File: src/verilog/mmap_pkg.sv
package mmap_pkg;
    // =====================================================
    // address map
    localparam logic [11:0] IO_LO       = 12'h000;
    localparam logic [11:0] IO_HI       = 12'h01f;
    localparam logic [11:0] RAM_LO      = 12'h0c0;
    localparam logic [11:0] RAM_HI      = 12'h0ff;
    localparam logic [11:0] ROM_LO      = 12'h300;
    localparam logic [11:0] ROM_HI      = 12'h7ff;
    localparam logic [11:0] TROM_LO     = 12'hf00;
    localparam logic [11:0] TROM_HI     = 12'hfef;
    localparam logic [11:0] VEC_LO      = 12'hff0;
    localparam logic [11:0] VEC_HI      = 12'hfff;
    localparam int          RAM_BYTES   = 64;
    localparam int          ROM_BYTES   = 1280;
    localparam int          VEC_BYTES   = 16;
    localparam int          TROM_BYTES  = 240;
    // =====================================================
    // register offsets
    localparam logic [11:0] OFS_PA_DATA = 12'h000;
    localparam logic [11:0] OFS_PB_DATA = 12'h001;
    localparam logic [11:0] OFS_PA_DIR  = 12'h004;
    localparam logic [11:0] OFS_PB_DIR  = 12'h005;
    localparam logic [11:0] OFS_TCS     = 12'h008;
    localparam logic [11:0] OFS_COUNT   = 12'h009;
    localparam logic [11:0] OFS_ICS     = 12'h00a;
    localparam logic [11:0] OFS_PA_PULL = 12'h010;
    localparam logic [11:0] OFS_PB_PULL = 12'h011;
    // =====================================================
    // field positions
    localparam int          SLOW_BIT    = 7;
    localparam int          OVF_BIT     = 7;
    localparam int          RTF_BIT     = 6;
    localparam int          OVF_EN_BIT  = 5;
    localparam int          TICK_EN_BIT = 4;
    localparam int          TOFC_BIT    = 3;
    localparam int          RTFC_BIT    = 2;
    localparam int          PIN_EN_BIT  = 7;
    localparam int          EDGE_EN_BIT = 6;
    localparam int          PIN_FL_BIT  = 3;
    localparam int          EDGE_FL_BIT = 2;
    localparam int          IRQA_BIT    = 1;
    localparam int          IRQA1_BIT   = 0;
    // =====================================================
    // reset values and masks
    localparam logic [7:0]  RST_ZERO    = 8'h00;
    localparam logic [7:0]  PB_MASK     = 8'h3f;
    localparam logic [7:0]  PB_DIR_MASK = 8'hbf;
    localparam logic [7:0]  PA_PU_MASK  = 8'hc0;
    localparam logic [7:0]  PB_PU_MASK  = 8'h06;
    localparam logic [7:0]  UNIMP_VAL   = 8'h00;

    typedef enum logic [2:0] {
        RGN_NONE = 3'b000,
        RGN_IO   = 3'b001,
        RGN_RAM  = 3'b010,
        RGN_ROM  = 3'b011,
        RGN_TROM = 3'b100,
        RGN_VEC  = 3'b101
    } region_t;

    typedef struct packed {
        logic [7:0] pa_out;
        logic [7:0] pa_oe_n;
        logic [7:0] pa_pull;
        logic [5:0] pb_out;
        logic [5:0] pb_oe_n;
        logic [5:0] pb_pull;
        logic       slow_edge_enable;
    } port_ctl_t;
endpackage

File: src/verilog/mcu_memory_map_io_decode.sv
// Implementation choice: the strobed register port.
module mcu_memory_map_io_decode
    import mmap_pkg::*;
#(
    parameter int AW = 12
) (
    input  wire logic          clock,
    input  wire logic          rstn,
    input  wire logic [AW-1:0] addr,
    input  wire logic [7:0]    wdata,
    input  wire logic          wr,
    input  wire logic          rd,
    output logic      [7:0]    rdata,
    output logic      [2:0]    region,
    input  wire logic [7:0]    first_port_lines,
    input  wire logic [5:0]    second_port_lines,
    output logic      [7:0]    pa_out,
    output logic      [7:0]    pa_oe_n,
    output logic      [7:0]    pa_pull,
    output logic      [5:0]    pb_out,
    output logic      [5:0]    pb_oe_n,
    output logic      [5:0]    pb_pull,
    output logic               slow_edge_enable,
    input  wire logic [7:0]    timer_count,
    input  wire logic          timer_overflow_evt,
    input  wire logic          periodic_tick_evt,
    input  wire logic          ext_pin_evt,
    input  wire logic          port_edge_evt,
    output logic      [1:0]    tick_rate,
    output logic               timer_overflow_irq_en,
    output logic               periodic_tick_irq_en,
    output logic               ext_pin_irq_en,
    output logic               port_edge_irq_en,
    output logic               timer_overflow_flag,
    output logic               periodic_tick_flag,
    output logic               ext_pin_irq_flag,
    output logic               port_edge_irq_flag
);

    // =====================================================
    // decode
    function automatic region_t decode(input logic [11:0] a);
        if (a <= IO_HI) begin
            decode = RGN_IO;
        end else if (a >= RAM_LO && a <= RAM_HI) begin
            decode = RGN_RAM;
        end else if (a >= ROM_LO && a <= ROM_HI) begin
            decode = RGN_ROM;
        end else if (a >= TROM_LO && a <= TROM_HI) begin
            decode = RGN_TROM;
        end else if (a >= VEC_LO) begin
            decode = RGN_VEC;
        end else begin
            decode = RGN_NONE;
        end
    endfunction

    logic [11:0] a12;
    region_t     rgn;
    logic        io_wr;
    logic        ram_wr;
    assign a12    = 12'(addr);
    assign rgn    = decode(a12);
    assign io_wr  = wr && rgn == RGN_IO;
    assign ram_wr = wr && rgn == RGN_RAM;

    // =====================================================
    // pin synchronisers; first stage feeds only the second
    logic [7:0] pa_s1_r;
    logic [7:0] pa_s2_r;
    logic [5:0] pb_s1_r;
    logic [5:0] pb_s2_r;
    logic [3:0] ev_s1_r;
    logic [3:0] ev_s2_r;
    logic [3:0] ev_s3_r;
    logic [3:0] ev_pulse;

    always_ff @(posedge clock or negedge rstn) begin
        if (!rstn) begin
            pa_s1_r <= RST_ZERO;
            pa_s2_r <= RST_ZERO;
            pb_s1_r <= 6'h00;
            pb_s2_r <= 6'h00;
            ev_s1_r <= 4'h0;
            ev_s2_r <= 4'h0;
            ev_s3_r <= 4'h0;
        end else begin
            pa_s1_r <= first_port_lines;
            pa_s2_r <= pa_s1_r;
            pb_s1_r <= second_port_lines;
            pb_s2_r <= pb_s1_r;
            ev_s1_r <= {port_edge_evt, ext_pin_evt, periodic_tick_evt, timer_overflow_evt};
            ev_s2_r <= ev_s1_r;
            ev_s3_r <= ev_s2_r;
        end
    end
    // events are levels from outside; a rising edge sets the flag
    assign ev_pulse = ev_s2_r & ~ev_s3_r;

    // =====================================================
    // port registers
    logic [7:0] pa_data_r;
    logic [5:0] pb_data_r;
    logic [7:0] pa_dir_r;
    logic [5:0] pb_dir_r;
    logic       slow_r;
    logic [7:0] pa_pull_r;
    logic [5:0] pb_pull_r;

    always_ff @(posedge clock or negedge rstn) begin
        if (!rstn) begin
            pa_data_r <= RST_ZERO;
            pb_data_r <= 6'h00;
            pa_dir_r  <= RST_ZERO;
            pb_dir_r  <= 6'h00;
            slow_r    <= 1'b0;
            pa_pull_r <= RST_ZERO;
            pb_pull_r <= 6'h00;
        end else if (io_wr) begin
            case (a12)
                OFS_PA_DATA: pa_data_r <= wdata;
                OFS_PB_DATA: pb_data_r <= wdata[5:0];
                OFS_PA_DIR:  pa_dir_r  <= wdata;
                OFS_PB_DIR: begin
                    pb_dir_r <= wdata[5:0];
                    slow_r   <= wdata[SLOW_BIT];
                end
                OFS_PA_PULL: pa_pull_r <= wdata;
                OFS_PB_PULL: pb_pull_r <= wdata[5:0];
                default: ;
            endcase
        end
    end

    // =====================================================
    // timer control/status
    logic [7:0] tcs_r;
    logic       ovf_set;
    logic       rtf_set;
    logic       ovf_clr;
    logic       rtf_clr;
    logic       tcs_wr;
    assign tcs_wr  = io_wr && a12 == OFS_TCS;
    assign ovf_set = ev_pulse[0];
    assign rtf_set = ev_pulse[1];
    assign ovf_clr = tcs_wr && wdata[TOFC_BIT];
    assign rtf_clr = tcs_wr && wdata[RTFC_BIT];

    always_ff @(posedge clock or negedge rstn) begin
        if (!rstn) begin
            tcs_r <= RST_ZERO;
        end else begin
            // set wins over a clear in the same cycle
            tcs_r[OVF_BIT] <= ovf_set | (tcs_r[OVF_BIT] & ~ovf_clr);
            tcs_r[RTF_BIT] <= rtf_set | (tcs_r[RTF_BIT] & ~rtf_clr);
            if (tcs_wr) begin
                tcs_r[OVF_EN_BIT]  <= wdata[OVF_EN_BIT];
                tcs_r[TICK_EN_BIT] <= wdata[TICK_EN_BIT];
                tcs_r[1:0]      <= wdata[1:0];
            end
        end
    end

    // =====================================================
    // external interrupt control/status
    logic [7:0] ics_r;
    logic       ics_wr;
    assign ics_wr = io_wr && a12 == OFS_ICS;

    always_ff @(posedge clock or negedge rstn) begin
        if (!rstn) begin
            ics_r <= RST_ZERO;
        end else begin
            ics_r[PIN_FL_BIT]  <= ev_pulse[2]
                                | (ics_r[PIN_FL_BIT] & ~(ics_wr & wdata[IRQA_BIT]));
            ics_r[EDGE_FL_BIT] <= ev_pulse[3]
                                | (ics_r[EDGE_FL_BIT] & ~(ics_wr & wdata[IRQA1_BIT]));
            if (ics_wr) begin
                ics_r[PIN_EN_BIT]  <= wdata[PIN_EN_BIT];
                ics_r[EDGE_EN_BIT] <= wdata[EDGE_EN_BIT];
            end
        end
    end

    // =====================================================
    // user RAM; stack wraps inside this page by cpu address math
    logic [7:0] ram_r [RAM_BYTES];
    always_ff @(posedge clock) begin
        if (ram_wr) begin
            ram_r[a12[5:0]] <= wdata;
        end
    end

    // =====================================================
    // read path; rom contents live outside, read as zero here
    logic [7:0] rd_nxt;
    always_comb begin
        rd_nxt = UNIMP_VAL;
        case (rgn)
            RGN_IO: begin
                case (a12)
                    OFS_PA_DATA: rd_nxt = (pa_data_r & pa_dir_r) | (pa_s2_r & ~pa_dir_r);
                    OFS_PB_DATA: rd_nxt = {2'b00, (pb_data_r & pb_dir_r)
                                                | (pb_s2_r & ~pb_dir_r)};
                    OFS_PA_DIR:  rd_nxt = pa_dir_r;
                    OFS_PB_DIR:  rd_nxt = {slow_r, 1'b0, pb_dir_r};
                    OFS_TCS:     rd_nxt = {tcs_r[7:4], 2'b00, tcs_r[1:0]};
                    OFS_COUNT:   rd_nxt = timer_count;
                    OFS_ICS:     rd_nxt = {ics_r[7:6], 2'b00, ics_r[3:2], 2'b00};
                    default:     rd_nxt = UNIMP_VAL;
                endcase
            end
            RGN_RAM: rd_nxt = ram_r[a12[5:0]];
            default: rd_nxt = UNIMP_VAL;
        endcase
    end

    always_ff @(posedge clock or negedge rstn) begin
        if (!rstn) begin
            rdata  <= RST_ZERO;
            region <= RGN_NONE;
        end else begin
            if (rd) begin
                rdata <= rd_nxt;
            end
            if (rd || wr) begin
                region <= rgn;
            end
        end
    end

    // =====================================================
    // pin control, registered
    port_ctl_t ctl_nxt;
    always_comb begin
        ctl_nxt.pa_out  = pa_data_r;
        ctl_nxt.pa_oe_n = ~pa_dir_r;
        // pull-ups stay on; pull-downs only on inputs
        ctl_nxt.pa_pull = (pa_pull_r & PA_PU_MASK)
                        | (pa_pull_r & ~PA_PU_MASK & ~pa_dir_r);
        ctl_nxt.pb_out  = pb_data_r;
        ctl_nxt.pb_oe_n = ~pb_dir_r;
        ctl_nxt.pb_pull = (pb_pull_r & PB_PU_MASK[5:0])
                        | (pb_pull_r & ~PB_PU_MASK[5:0] & ~pb_dir_r);
        ctl_nxt.slow_edge_enable = slow_r;
    end

    port_ctl_t ctl_r;
    always_ff @(posedge clock or negedge rstn) begin
        if (!rstn) begin
            ctl_r <= '{pa_out: 8'h00, pa_oe_n: 8'hff, pa_pull: 8'h00, pb_out: 6'h00,
                       pb_oe_n: 6'h3f, pb_pull: 6'h00, slow_edge_enable: 1'b0};
        end else begin
            ctl_r <= ctl_nxt;
        end
    end

    assign pa_out                = ctl_r.pa_out;
    assign pa_oe_n               = ctl_r.pa_oe_n;
    assign pa_pull               = ctl_r.pa_pull;
    assign pb_out                = ctl_r.pb_out;
    assign pb_oe_n               = ctl_r.pb_oe_n;
    assign pb_pull               = ctl_r.pb_pull;
    assign slow_edge_enable      = ctl_r.slow_edge_enable;
    assign tick_rate             = tcs_r[1:0];
    assign timer_overflow_irq_en = tcs_r[OVF_EN_BIT];
    assign periodic_tick_irq_en  = tcs_r[TICK_EN_BIT];
    assign timer_overflow_flag   = tcs_r[OVF_BIT];
    assign periodic_tick_flag    = tcs_r[RTF_BIT];
    assign ext_pin_irq_en        = ics_r[PIN_EN_BIT];
    assign port_edge_irq_en      = ics_r[EDGE_EN_BIT];
    assign ext_pin_irq_flag      = ics_r[PIN_FL_BIT];
    assign port_edge_irq_flag    = ics_r[EDGE_FL_BIT];

    // =====================================================
    // assertions
    property p_io_dir;
        @(posedge clock) disable iff (!rstn)
        (wr && a12 == OFS_PA_DIR) |=> (pa_dir_r == $past(wdata)) ##1 (pa_oe_n == ~$past(wdata, 2));
    endproperty
    a_io_dir: assert property (p_io_dir) else $error("direction write lost");

    property p_pb_data_top;
        @(posedge clock) disable iff (!rstn)
        $past(rd && a12 == OFS_PB_DATA) |-> rdata[7:6] == 2'b00;
    endproperty
    a_pb_data_top: assert property (p_pb_data_top) else $error("port b top bits set");

    property p_pb_dir_read;
        @(posedge clock) disable iff (!rstn)
        (wr && a12 == OFS_PB_DIR) ##1 !wr ##1 (rd && a12 == OFS_PB_DIR)
        |=> rdata == ($past(wdata, 3) & PB_DIR_MASK);
    endproperty
    a_pb_dir_read: assert property (p_pb_dir_read) else $error("port b dir readback");

    property p_tcs_clr_read;
        @(posedge clock) disable iff (!rstn)
        $past(rd && a12 == OFS_TCS) |-> rdata[3:2] == 2'b00;
    endproperty
    a_tcs_clr_read: assert property (p_tcs_clr_read) else $error("clear bits read one");

    property p_ovf_set_wins;
        @(posedge clock) disable iff (!rstn)
        ovf_set |=> timer_overflow_flag;
    endproperty
    a_ovf_set_wins: assert property (p_ovf_set_wins) else $error("overflow flag lost");

    property p_count_read;
        @(posedge clock) disable iff (!rstn)
        (rd && a12 == OFS_COUNT) |=> rdata == $past(timer_count);
    endproperty
    a_count_read: assert property (p_count_read) else $error("counter readback");

    property p_ics_read;
        @(posedge clock) disable iff (!rstn)
        $past(rd && a12 == OFS_ICS) |-> (rdata & 8'h33) == 8'h00;
    endproperty
    a_ics_read: assert property (p_ics_read) else $error("irq register zero bits");

    property p_pull_wo;
        @(posedge clock) disable iff (!rstn)
        (rd && (a12 == OFS_PA_PULL || a12 == OFS_PB_PULL)) |=> rdata == UNIMP_VAL;
    endproperty
    a_pull_wo: assert property (p_pull_wo) else $error("pull register readable");

    property p_ram_rw;
        @(posedge clock) disable iff (!rstn)
        (wr && rgn == RGN_RAM) ##1 !wr ##1 (rd && a12 == $past(a12, 2))
        |=> rdata == $past(wdata, 3);
    endproperty
    a_ram_rw: assert property (p_ram_rw) else $error("ram readback");

    property p_pulldown_out;
        @(posedge clock) disable iff (!rstn)
        (pa_dir_r[0] && $stable(pa_dir_r)) |=> !pa_pull[0];
    endproperty
    a_pulldown_out: assert property (p_pulldown_out) else $error("pull-down on output");

    property p_edge_set_wins;
        @(posedge clock) disable iff (!rstn)
        ev_pulse[3] |=> port_edge_irq_flag;
    endproperty
    a_edge_set_wins: assert property (p_edge_set_wins) else $error("port edge flag lost");

    property p_region_reg;
        @(posedge clock) disable iff (!rstn)
        (rd || wr) |=> region == $past(rgn);
    endproperty
    a_region_reg: assert property (p_region_reg) else $error("region not registered");

    c_ram_wr:   cover property (@(posedge clock) disable iff (!rstn) ram_wr);
    c_ovf_clr:  cover property (@(posedge clock) disable iff (!rstn) ovf_clr && ovf_set);
    c_irq_ack:  cover property (@(posedge clock) disable iff (!rstn)
                                ext_pin_irq_flag ##1 !ext_pin_irq_flag);
    c_ram_back: cover property (@(posedge clock) disable iff (!rstn)
                                ram_wr ##1 !wr ##1 (rd && rgn == RGN_RAM));
endmodule

File: config.mk
export PLATFORM = sky130hd
export DESIGN_NAME = mcu_memory_map_io_decode
export DESIGN_NICKNAME = d
export VERILOG_FILES = /design/src/verilog/mmap_pkg.sv /design/src/verilog/mcu_memory_map_io_decode.sv
export SDC_FILE = /design/constraint.sdc
export NUM_CORES = 1
export LEC_CHECK = 0
export BUFFER_PORTS_ARGS = -buffer_cell sky130_fd_sc_hd__buf_2
export CAP_MARGIN = 20
export CORE_ASPECT_RATIO = 1.5
export CORE_MARGIN = 3
export CORE_UTILIZATION = 50
export CTS_BUF_LIST = sky130_fd_sc_hd__clkbuf_8 sky130_fd_sc_hd__clkbuf_16
export CTS_CLUSTER_DIAMETER = 30
export DETAILED_ROUTE_END_ITERATION = 16
export GPL_ROUTABILITY_DRIVEN = 0
export PLACE_DENSITY = 0.67
export SYNTH_ARGS = -nofsm -noshare
export SYNTH_HDL_FRONTEND = slang
export SYNTH_SLANG_ARGS = --single-unit
File: constraint.sdc
create_clock -name clock -period 1.9 [get_ports clock]
set_input_delay 0.095 -clock clock [delete_from_list [all_inputs] [get_ports clock]]
set_output_delay 0.095 -clock clock [all_outputs]
set_load 0.01 [all_outputs]
==> impl_results.md <==
* Final worst setup slack at -10.10 ps
* Post-synth top flop: edfxtp_1
* Clk_skew at 24.74 ps
* Final period util at 1.005
* Port Buffers at 113
* Max-slew violations at 0
* Die ar. at 53,760 µm²
* Cells after Synth at 1,341
* Critical Path AT at 2230 ps
* Unique masters post-synth at 64
* Top-count cell post-synth: edfxtp_1
* Post-layout util at 0.6465
* Met2 Use GR at 0.4254
* Largest cells by area after synthesis: edfxtp_1 60%, dfrtp_1 13%, mux4_2 8.1%
* Cells along the critical path: dlygate4sd3_1 > buf_2 > nor4_4 > buf_4 > and2_1 > and3_4 > nand2_2 > buf_4 > nor2_2 > buf_6
* Post-DP HPWL at 42,920 µm
* Final instance area at 32,350 µm²
* CTS tree: built
* Unrepaired setup endpoints after global routing: yes
* Routed vias at 14,510
* Antenna violations before repair at 0
* Critical Path RT at 2220 ps
* Global Route Usage Sum at 0.2452
* Row Count at 100
* Critical Path Source Type: input port
* Placed instance count at 2,293
* Min-delay worst type: input port to flip-flop
* Number of hold violations in the final report at 0
* Non-Filler Instances at 2,484
* CP Capture Point: ram_r[60][0]
* Critical path's top delay family: buffers and inverters
* Worst-path maximum fanout at 8
* Area delta synth->final at 26.97%
* PwrDens at 1043 nW/µm²
* R2R depth at 6
* Area after DPL at 28,820 µm²
* Worst vdd ir at 0.7462 mV
* GRT busiest layer: met2
* Min Tclk post-route at 1910 ps
* FFs w/ async S/R, synth at 0.2231
* I/O pin cnt at 114
* Area leader, netlist: edfxtp_1
* Core area at 50,050 µm²
* Crit path kind: input port to flip-flop
* Total CTS buffers at 88
* Vias per cell at 5.842
* Internal cell power at 26.09 mW
* Clk sinks at 659
* CP Launch Point: addr[8]
* Post-synth EDFFs at 512
* FMAX at 0.5235 GHz
* Total power at 33.75 mW
* Die W at 190.3 µm
* Number of fill cells at 3,374
* Max Cap Viol at 0
* Crit. path cell count at 10
* Routed Antenna Nets at 0
* Leak at 11.97 nW
* Logic pwr share at 0.049
* Number of DRC markers in iteration 0 at 1,268
* GRT overflow at 0
* M3 GR Usage at 0.03422
* DRC viols at 0
* Drt pass-1 iters at 5
* Yosys Warn Count at 0
* Synth top cells by count: 512 x edfxtp_1, 133 x dfrtp_1, 92 x mux4_2
* Fin nets at 1,797
* Die Ht at 282.5 µm
* Synthesized cell area at 25,480 µm²
* Sequential area share after synthesis at 0.7484
* Crit path buf inv count at 5
* Seq pwr share at 0.464
* Clk slew on worst S/H paths at 60 ps
* Sw Ratio at 0.2269
* H-tree depth at 3
* Largest stage delay, worst path at 530 ps
* Syn nets at 1,391
* Min Hold Slack at 11.59 ps
* Root Buffer Master: clkbuf_16
* WL final at 64,880 µm
* Wire per inst at 26.12 µm
* Final Setup Violations at 8
* Clock Tree Buf Depth at 3
* R2r startpoint: ram_r[46][7]
* Failing checks: setup timing
* Fraction of layout cells with a size suffix above 1 at 0.4185
* Synth top area share at 0.6034
* Crit. End Element: flip-flop
* Outcome: finished, violations left
* Critical-path top delay cell: dlygate4sd3_1
* Initial core utilization at 0.5091
* # diodes at 0
* Vias in the first global route at 15,340
* Reg-to-reg endpoint: rdata[7]
* Synthesized area per cell at 19.00 µm²
* Worst-margin pin slew at 974.5 ps
* Clk Latency, worst-skew pair at 620 ps
* Power share of the clock group at 0.487
* First-pass GRT wire length at 97,790 µm
* CP most frequent cell: buf_4
* P_sw at 7.658 mW
* Max_slew headroom at 0.3503
* Count of state elements after synthesis at 659
* R2R setup slack at 50 ps
* Largest net degree at the start of global routing at 69
* Met1 global-route usage at 0.3114
registers in the layout, summed over array words and instances (netlist names), 8 cells and up:
name and flops:
rdata 8, pa_oe_n 8, pa_dir_r 8, pa_pull 8, ram_r 512, pa_pull_r 8
pa_data_r 8, pa_out 8, pa_s2_r 8, pa_s1_r 8
final cells by class:
class                           instances  area (µm²)  share of cell area
Timing Repair Buffer                  378        3241              0.1002
Sequential cell                       659       19070              0.5895
Tap cell                              663       829.5             0.02564
Clock inverter                         71       709.4             0.02193
Inverter                               24       90.09            0.002784
Clock buffer                           93        2305             0.07123
Multi-Input combinational cell        596        6108              0.1888
layer usage:
| layer | vias to the layer above | share of wire |
|---|---|---|
| met5 | - | 0 |
| met4 | 0 | 0.040 |
| met3 | 136 | 0.063 |
| met2 | 621 | 0.52 |
| met1 | 7545 | 0.38 |
| li1 | 6209 | - |
cells by family (layout without fill, tap and decap cells):
| kind of cell | after synthesis | count (layout) | synth area share |
|---|---|---|---|
| AND/OR/NAND/NOR | 222 | 222 | 0.04601 |
| flip-flops | 659 | 659 | 0.7484 |
| AO/OA/AOI/OAI | 125 | 125 | 0.03344 |
| multiplexers | 249 | 249 | 0.1517 |
| buffers and inverters | 86 | 566 | 0.02043 |
metrics by stage:
stage,setup slack (ps),TNS [ps]
after floorplan,-145.2,-13850
after global placement,-286.1,-22280
after detailed placement,-259.3,-27470
after CTS,28.47,0
after global routing,-95.35,-16160
final,-10.10,-58.22
worst reg2reg max path, stage by stage (launching register included):
cell and delay, ps:
edfxtp_1 370, mux4_2 480, mux2i_2 190, buf_4 160, nand2_1 60, a311o_1 300
a31o_2 210
how the worst min path moves through the flow:
stage	from	end	slack, ps	depth (start not counted)
after global placement	rstn	pa_pull_r[6]	70	1
after global routing	addr[11]	region[1]	30	5
after detailed placement	rstn	pa_pull[4]	80	1
after floorplan	rstn	ev_s1_r[0]	-200	0
after CTS	addr[7]	region[0]	2	5
final	addr[7]	region[0]	10	5
power by group through the flow:
stage | Sequential, mW | Clock, mW | Combinational, mW
after floorplan | 16.0 | 0 | 0.733
after global placement | 16.0 | 0 | 1.56
after detailed placement | 16.0 | 0 | 1.58
after CTS | 15.7 | 16.7 | 1.63
after global routing | 15.7 | 17.3 | 1.75
final | 15.7 | 16.4 | 1.65
cell usage in the layout, fill, tap and decap left out, drive strengths merged, types with 13 or more instances in the layout:
cell type,Yosys,routed
edfxtp,512,512
buf,45,352
dfrtp,133,133
mux4,100,100
clkbuf,17,93
nor2,82,82
mux2i,75,75
mux2,74,74
inv,23,56
o22ai,55,55
nand2,40,40
dlygate4sd3,0,26
clkinv,1,24
a22oi,23,23
nor3,23,23
nor2b,17,17
dfstp,14,14
o21ai,13,13
nand3,13,13
timing repair:
item / in CTS / in global routing
hold endpoints to repair: 224 / 0
gates resized for setup: 0 / 74
endpoints found under the setup margin: 0 / 219
hold buffers: 26 / 0
buffers inserted: 0 / 1
No activity file was read; power rests on OpenSTA's default activity.
